### config.mk
export PLATFORM = sky130hd
export DESIGN_NAME = afe_phase_dither_control
export DESIGN_NICKNAME = d
export VERILOG_FILES = /design/src/core/front_end_control_pkg.sv /design/src/core/afe_phase_dither_control.sv
export SDC_FILE = /design/constraint.sdc
export NUM_CORES = 1
export LEC_CHECK = 0
export BUFFER_PORTS_ARGS = -buffer_cell sky130_fd_sc_hd__buf_2
export CAP_MARGIN = 15
export CORE_UTILIZATION = 54
export CTS_CLUSTER_SIZE = 16
export DETAILED_ROUTE_END_ITERATION = 10
export PLACE_DENSITY = 0.9
export SLEW_MARGIN = 25
export SYNTH_ARGS = -nofsm -noshare
export SYNTH_HDL_FRONTEND = slang
export SYNTH_SLANG_ARGS = --single-unit
### constraint.sdc
create_clock -name mclk_in -period 3.65 [get_ports mclk_in]
set_clock_uncertainty 0.2 [all_clocks]
set_input_delay 0.5475 -clock mclk_in [delete_from_list [all_inputs] [get_ports mclk_in]]
set_output_delay 0.5475 -clock mclk_in [all_outputs]
set_load 0.05 [all_outputs]
### src/core/front_end_control_pkg.sv
// package: register map, field positions and state for the front-end control bank
// Summary of operation
// RQ1 - the 10-bit phase edge threshold is the programmed 8-bit value times four.
// RQ2 - the four phase result registers are read-only and ignore writes.
// RQ3 - front-end bit 1 routes all three converter inputs to the calibration reference.
// RQ4 - front-end bit 2 clear suspends clamping and black-level loop in holdover.
// RQ5 - front-end bits 4, 5, 6 give the blue, green, red half-scale shift.
// RQ6 - front-end bit 7 clear takes the shift from the colour format, not bits 6:4.
// RQ7 - converter bit 0 enables dither, and dither is off after reset.
// RQ8 - converter bit 1 picks dither amplitude, 16 LSBs when clear, 8 when set.
// RQ9 - converter bits 3:2 advance dither every pixel, hsync, or vsync.
// RQ10 - software pulses converter bit 4 high then low to restart the dither seed.
// RQ11 - the sampling clock loop offers 64 phase positions per pixel.
// RQ12 - the loop locks on its own and only needs the pixels per line.
// RQ13 - a configuration bit selects colour-difference mode with mid-scale chroma; the bank drops the chroma shift and shifts green only.
// RQ14 - control changes take effect on the clock after the write completes; pixels per line and sample phase change on the completing clock itself.
package front_end_control_pkg;
  // register indices; byte address is four times the index
  localparam logic [7:0] IDX_CONFIG    = 8'h10;
  localparam logic [7:0] IDX_THRESHOLD = 8'h56;
  localparam logic [7:0] IDX_RESULT3   = 8'h57;
  localparam logic [7:0] IDX_RESULT2   = 8'h58;
  localparam logic [7:0] IDX_RESULT1   = 8'h59;
  localparam logic [7:0] IDX_RESULT0   = 8'h5a;
  localparam logic [7:0] IDX_FRONT_END = 8'h60;
  localparam logic [7:0] IDX_DITHER    = 8'h61;
  localparam logic [7:0] IDX_LINE_PIX  = 8'h62;
  localparam logic [7:0] IDX_PHASE     = 8'h63;
  // reset values
  localparam logic [7:0]  RST_THRESHOLD = 8'h0a;
  localparam logic [7:0]  RST_FRONT_END = 8'h00;
  localparam logic [7:0]  RST_DITHER    = 8'h00;
  localparam logic [7:0]  RST_CONFIG    = 8'h00;
  localparam logic [11:0] RST_LINE_PIX  = 12'h698;
  localparam logic [5:0]  RST_PHASE     = 6'h00;
  localparam logic [15:0] DITHER_SEED   = 16'hace1;
  // field positions
  localparam int CFG_YUV_BIT  = 4;
  localparam int FE_REF_BIT   = 1;
  localparam int FE_HOLD_BIT  = 2;
  localparam int FE_MID_LO    = 4;
  localparam int FE_OVR_BIT   = 7;
  localparam int DT_EN_BIT    = 0;
  localparam int DT_AMP_BIT   = 1;
  localparam int DT_RATE_LO   = 2;
  localparam int DT_SEED_BIT  = 4;
  localparam int THR_SHIFT    = 2;
  localparam int PHASE_STEPS  = 64;
  localparam logic [1:0] RATE_PIXEL = 2'b00;
  localparam logic [1:0] RATE_HSYNC = 2'b01;

  // whole state of the bank
  typedef struct packed {
    logic [7:0]  config_reg;
    logic [7:0]  threshold;
    logic [7:0]  front_end;
    logic [7:0]  dither_ctl;
    logic [11:0] line_pix;
    logic [5:0]  phase;
    logic [15:0] lfsr;
    logic [31:0] rdata;
    logic        slverr;
    logic [9:0]  edge_thr;
    logic [2:0]  midscale;
    logic        ref_sel;
    logic        clamp_en;
    logic        blk_en;
    logic [3:0]  dither_val;
  } afe_state_t;

  // measurement inputs that travel together
  typedef struct packed {
    logic pixel;
    logic hsync;
    logic vsync;
    logic holdover;
    logic copy_protect;
  } afe_timing_t;
endpackage

### src/core/afe_phase_dither_control.sv
// apb register bank steering front-end clamp, midscale, dither and sampling phase
`timescale 1ns/1ps
`default_nettype none
module afe_phase_dither_control
(
  // clock and reset
  input  wire logic                      mclk_in,
  input  wire logic                      rst_n_in,
  // apb slave
  input  wire logic                      psel_in,
  input  wire logic                      penable_in,
  input  wire logic                      pwrite_in,
  input  wire logic [31:0]               paddr_in,
  input  wire logic [31:0]               pwdata_in,
  output logic [31:0]                    prdata_out,
  output logic                           pready_out,
  output logic                           pslverr_out,
  // timing and measurement
  input  wire front_end_control_pkg::afe_timing_t timing_in,
  input  wire logic [31:0]               phase_result_in,
  // front-end controls
  output logic [9:0]                     phase_edge_threshold_out,
  output logic                           reference_input_select_out,
  output logic                           clamp_enable_out,
  output logic                           auto_black_level_loop_out,
  output logic [2:0]                     midscale_out,
  output logic [3:0]                     dither_value_out,
  output logic [11:0]                    pixels_per_line_out,
  output logic [5:0]                     sample_phase_out
);
  import front_end_control_pkg::*;

  afe_state_t state_r;
  afe_state_t state_nxt;

  logic [7:0] idx;
  logic       setup;
  logic       wr;
  logic       advance;
  logic       hold;

  function automatic logic [15:0] lfsr_step(input logic [15:0] v);
    lfsr_step = {v[14:0], v[15] ^ v[13] ^ v[12] ^ v[10]};
  endfunction

  function automatic logic mapped(input logic [7:0] i);
    mapped = (i == IDX_CONFIG) || (i == IDX_THRESHOLD)
          || (i >= IDX_RESULT3 && i <= IDX_RESULT0)
          || (i >= IDX_FRONT_END && i <= IDX_PHASE);
  endfunction

  // word aligned: index sits above the two byte bits
  assign idx   = paddr_in[9:2];
  assign setup = psel_in & ~penable_in;
  assign wr    = psel_in & penable_in & pwrite_in;

  // read data is captured in setup, so every access ends in one cycle
  assign pready_out  = psel_in & penable_in;
  assign prdata_out  = state_r.rdata;
  assign pslverr_out = psel_in & penable_in & state_r.slverr;

  always_comb
  begin
    state_nxt = state_r;
    hold      = timing_in.holdover | timing_in.copy_protect;
    // RQ9 dither advance rate
    case (state_r.dither_ctl[DT_RATE_LO +: 2])
      RATE_PIXEL: advance = timing_in.pixel;
      RATE_HSYNC: advance = timing_in.hsync;
      default:    advance = timing_in.vsync;
    endcase

    if (setup)
    begin
      state_nxt.slverr = ~mapped(idx) | (pwrite_in & (idx >= IDX_RESULT3) & (idx <= IDX_RESULT0));
      case (idx)
        IDX_CONFIG:    state_nxt.rdata = {24'h000000, state_r.config_reg};
        IDX_THRESHOLD: state_nxt.rdata = {24'h000000, state_r.threshold};
        IDX_RESULT3:   state_nxt.rdata = {24'h000000, phase_result_in[31:24]};
        IDX_RESULT2:   state_nxt.rdata = {24'h000000, phase_result_in[23:16]};
        IDX_RESULT1:   state_nxt.rdata = {24'h000000, phase_result_in[15:8]};
        IDX_RESULT0:   state_nxt.rdata = {24'h000000, phase_result_in[7:0]};
        IDX_FRONT_END: state_nxt.rdata = {24'h000000, state_r.front_end};
        IDX_DITHER:    state_nxt.rdata = {24'h000000, state_r.dither_ctl};
        IDX_LINE_PIX:  state_nxt.rdata = {20'h00000, state_r.line_pix};
        IDX_PHASE:     state_nxt.rdata = {26'h0000000, state_r.phase};
        default:       state_nxt.rdata = 32'h00000000;
      endcase
    end

    if (wr)
    begin
      // RQ2 result bytes take no write
      case (idx)
        IDX_CONFIG:    state_nxt.config_reg = pwdata_in[7:0];
        IDX_THRESHOLD: state_nxt.threshold  = pwdata_in[7:0];
        IDX_FRONT_END: state_nxt.front_end  = pwdata_in[7:0];
        IDX_DITHER:    state_nxt.dither_ctl = pwdata_in[7:0];
        // RQ12 only line length is exposed
        IDX_LINE_PIX:  state_nxt.line_pix   = pwdata_in[11:0];
        // RQ11 six bits give 64 positions
        IDX_PHASE:     state_nxt.phase      = pwdata_in[5:0];
        default:       state_nxt.slverr     = state_r.slverr;
      endcase
    end

    // RQ10 seed held while the reset bit is high
    if (state_r.dither_ctl[DT_SEED_BIT])
    begin
      state_nxt.lfsr = DITHER_SEED;
    end
    // RQ7 generator runs only when enabled
    else if (state_r.dither_ctl[DT_EN_BIT] && advance)
    begin
      state_nxt.lfsr = lfsr_step(state_r.lfsr);
    end

    // RQ14 outputs follow the registers one clock later
    // RQ1 threshold times four
    state_nxt.edge_thr = {state_r.threshold, 2'b00};
    // RQ3 calibration reference
    state_nxt.ref_sel  = state_r.front_end[FE_REF_BIT];
    // RQ4 suspend in holdover unless kept on
    state_nxt.clamp_en = ~hold | state_r.front_end[FE_HOLD_BIT];
    state_nxt.blk_en   = ~hold | state_r.front_end[FE_HOLD_BIT];
    // RQ6 override picks per-channel bits
    if (state_r.front_end[FE_OVR_BIT])
    begin
      // RQ5 blue, green, red order
      state_nxt.midscale = state_r.front_end[FE_MID_LO +: 3];
    end
    else
    begin
      // RQ13 colour-difference mode drops shift on chroma
      state_nxt.midscale = state_r.config_reg[CFG_YUV_BIT] ? 3'b010 : 3'b111;
    end
    // RQ7 zero dither when disabled
    if (!state_r.dither_ctl[DT_EN_BIT])
    begin
      state_nxt.dither_val = 4'h0;
    end
    // RQ8 8 LSB amplitude keeps three bits
    else if (state_r.dither_ctl[DT_AMP_BIT])
    begin
      state_nxt.dither_val = {1'b0, state_r.lfsr[2:0]};
    end
    else
    begin
      state_nxt.dither_val = state_r.lfsr[3:0];
    end
  end

  always_ff @(posedge mclk_in or negedge rst_n_in)
  begin
    if (!rst_n_in)
    begin
      state_r            <= '0;
      state_r.config_reg <= RST_CONFIG;
      state_r.threshold  <= RST_THRESHOLD;
      state_r.front_end  <= RST_FRONT_END;
      state_r.dither_ctl <= RST_DITHER;
      state_r.line_pix   <= RST_LINE_PIX;
      state_r.phase      <= RST_PHASE;
      state_r.lfsr       <= DITHER_SEED;
      state_r.edge_thr   <= {RST_THRESHOLD, 2'b00};
      state_r.midscale   <= 3'b111;
      state_r.clamp_en   <= 1'b1;
      state_r.blk_en     <= 1'b1;
    end
    else
    begin
      state_r <= state_nxt;
    end
  end

  assign phase_edge_threshold_out   = state_r.edge_thr;
  assign reference_input_select_out = state_r.ref_sel;
  assign clamp_enable_out           = state_r.clamp_en;
  assign auto_black_level_loop_out  = state_r.blk_en;
  assign midscale_out               = state_r.midscale;
  assign dither_value_out           = state_r.dither_val;
  assign pixels_per_line_out        = state_r.line_pix;
  assign sample_phase_out           = state_r.phase;
endmodule
`default_nettype wire

==> impl_metrics.yaml <==
status:
  status: "completed"
clock_network:
  cts_buffers: 9
  ctsResizeCount: 0
  cts.clk_slew.worst_paths_ns: 0.09
  cts_sinks: 96
  cts_setup_buffers: 0
  clkLatencyLatePin_ns: 0.37
  cts_tree: "built"
  hold_buffers: 0
  cts-root-buf: "clkbuf_8"
  htree_levels: 3
  cts_buffer_depth: 2
setup_path:
  critPathRequiredTime_ns: 3.71
  critPathLaunchType: "input pin"
  crit_family: "simple AND/OR/NAND/NOR gates"
  worstPathCellList: "buf_2 > inv_1 > nand2_1 > nor3b_4 > mux2_2"
  worstPathBufferInverterCount: 2
  max_stage_delay_ns: 0.54
  worstPathArrival_ns: 2.49
  setup.worst_path.class: "input pin to flop"
  worstSetupEndpointType: "flop"
  cp_max_fo: 20
  cp_slowest_cell: "nor3b_4"
synthesis:
  synthAdderAreaFrac_pct: 0
  synth-xor-area-share_pct: 0.5169
  yosysSeqAreaShare_pct: 47.77
  netlist_area_sq_um: 5084
  yosys.cell_types.count: 53
  synth_top_family_by_area: "multiplexers"
  synth_flop_cell: "dfrtp_1"
  async_reset_ff_share_pct: 100.0
  synth_area_per_cell_sq_um: 11.53
  yosysTopAreaCell: "dfrtp_1"
  synth_cells: 441
  yosys.area.top_type_share_pct: 36.92
  synth_edf_count: 0
  yosys-top-cells-area: "dfrtp_1 (37%), dfstp_2 (11%), buf_4 (10%)"
  synth_compound_area_share_pct: 10.88
  ys_seq_elements: 96
  synth_mux_area_share_pct: 15.19
  yosys.area_share.simple_pct: 13.17
  ys_warn_count: 0
placement:
  gp_congestion: 0.9262
  dp_slack_ns: 0.9452
  dp_hpwl_um: 8749
  placed_area_sq_um: 5255
  io_buffer_count: 111
global_routing:
  gr-total-overflow: 0
  grt_usage_pct: 25.86
  grt_pass1_wl_um: 19070
  antenna_found_initial: 1
  grt_max_degree: 66
  grt_pass1_vias: 3516
power:
  switching_power_mw: 0.5847
  peakVddDrop_mv: 0.1541
  p_leak_nw: 2.865
  switching_share_pct: 27.40
  p_comb_share_pct: 13.0
  clockPowerShare_pct: 33.0
  p_per_area_nw_per_um2: 391.3
  intPower_mw: 1.549
  pwr-share-seq_pct: 54.1
layout:
  diodes: 0
  layout_commonest_cell: "buf_2"
  layout_common_cells: "buf_2 (110), dfrtp_1 (75), mux2_2 (41)"
  fin_area_sq_um: 5453
  fin_nets: 604
  drive_gt1_share_pct: 41.95
  area_growth_pct: 7.261
  final_util_pct: 59.29
sta:
  fin_crit_ns: 2.438
  clock.fmax_mhz: 410.2
  worstMarginPinSlew_ns: 0.8126
  max_slew_margin_pct: 45.83
  rsz0062_at_grt: "false"
  fin_ws_ns: 1.212
  fin_crit_sh_pct: 66.79
  final_max_slew_viol_count: 0
  setup_viol: 0
  tns_ns: 0
  hold_viol_final: 0
floorplanning:
  die_height_um: 99.03
  coreArea_sq_um: 9196
  die-area_sq_um: 9806
  start_util_pct: 55.28
  placementRows: 35
  die_w_um: 99.03
  design.portCount: 178
detailed_routing:
  drc: 0
  drt-vias-per-instance: 6.055
  vias: 3718
  wire_per_inst_um: 20.10
  ant_nets: 0
  drt_iter0_markers: 306
  routed_wl_um: 12340
  first_pass_iters: 5
job:
  maxCapViolations: 0
worst_hold_path:
  hold_path_class: "input pin to asynchronous set/reset pin"
==> worst paths after layout <==
| check | startpoint | end | slack (ns) | cells after the start |
|---|---|---|---|---|
| setup reg to reg | state_r[89] | state_r[58] | 1.42 | 4 |
| hold / removal | rst_n_in | state_nxt[17] | 0.05 | 1 |
| setup / recovery | paddr_in[2] | state_r[98] | 1.21 | 5 |
| hold reg to reg | state_nxt[13] | phase_edge_threshold_out[3] | 0.19 | 0 |
| max in group asynchronous | rst_n_in | state_r[63] | 2.38 | 2 |
| min in group mclk_in | timing_in[1] | auto_black_level_loop_out | 0.11 | 2 |
==> synth_stat cells (8+ instances only) <==
cell / instances
mux2_4: 10
buf_4: 69
nor2_1: 19
nand3_1: 8
nand2_1: 32
dfrtp_1: 75
o21ai_0: 11
dfstp_2: 21
clkbuf_1: 10
a211o_1: 8
mux2_2: 41
a22oi_1: 18
mux2i_1: 16
and3_1: 14
==> flip-flops by register name, indices dropped and copies added, names as in the netlist <==
signal	cells
state_r	40
pixels_per_line_out	12
prdata_out	12
state_nxt	9
phase_edge_threshold_out	8
sample_phase_out	6
dither_value_out	4
midscale_out	3
auto_black_level_loop_out	1
reference_input_select_out	1
==> logic make-up after synthesis <==
family                 after synthesis
AND/OR/NAND/NOR                    109
flip-flops                          96
buffers and inverters               91
AO/OA/AOI/OAI                       74
multiplexers                        67
XOR/XNOR                             3
other                                1
==> through the flow <==
| stage | std cells | total power [mW] | hold slack (ns) |
|---|---|---|---|
| 2_1_floorplan | 462 | 1.372 | 0.05191 |
| 3_3_place_gp | 598 | 1.437 | 0.1656 |
| 3_5_place_dp | 598 | 1.447 | 0.1690 |
| 4_1_cts | 614 | 2.136 | 0.08744 |
| 5_1_grt | 614 | 2.228 | 0.1020 |
| 6_report | 614 | 2.134 | 0.05174 |
==> worst reg2reg max path, cell delays in order, from the launching register on <==
cell     delay (ns)
dfrtp_1        0.42
mux2i_1        0.15
o21ai_1        0.40
nand2_1        0.55
a211o_1        0.44
==> final cells by class <==
type	instances	area, sq um
Multi-Input combinational cell	275	2103
Timing Repair Buffer	113	573.1
Tap cell	111	138.9
Sequential cell	96	2429
Fill cell	737	3744
Inverter	3	11.26
Clock buffer	11	141.4
Clock inverter	5	56.30
==> layer usage <==
metal  track usage (%)  vias to the layer above  share of wire [%]
li1                  -                     1604                  -
met1             35.19                     1792                 40
met2             39.05                      280                 46
met3             6.454                       40                 11
met4             12.06                        2                3.2
met5                 0                        -               0.11
==> power by group through the flow <==
stage | combinational [mW] | clock, mW | sequential, mW
floorplan | 0.205 | 0 | 1.17
global placement | 0.268 | 0 | 1.17
detailed placement | 0.274 | 0 | 1.17
CTS | 0.276 | 0.707 | 1.15
global route | 0.295 | 0.773 | 1.16
finish | 0.277 | 0.703 | 1.15
Power figures use the tool's default switching activity.
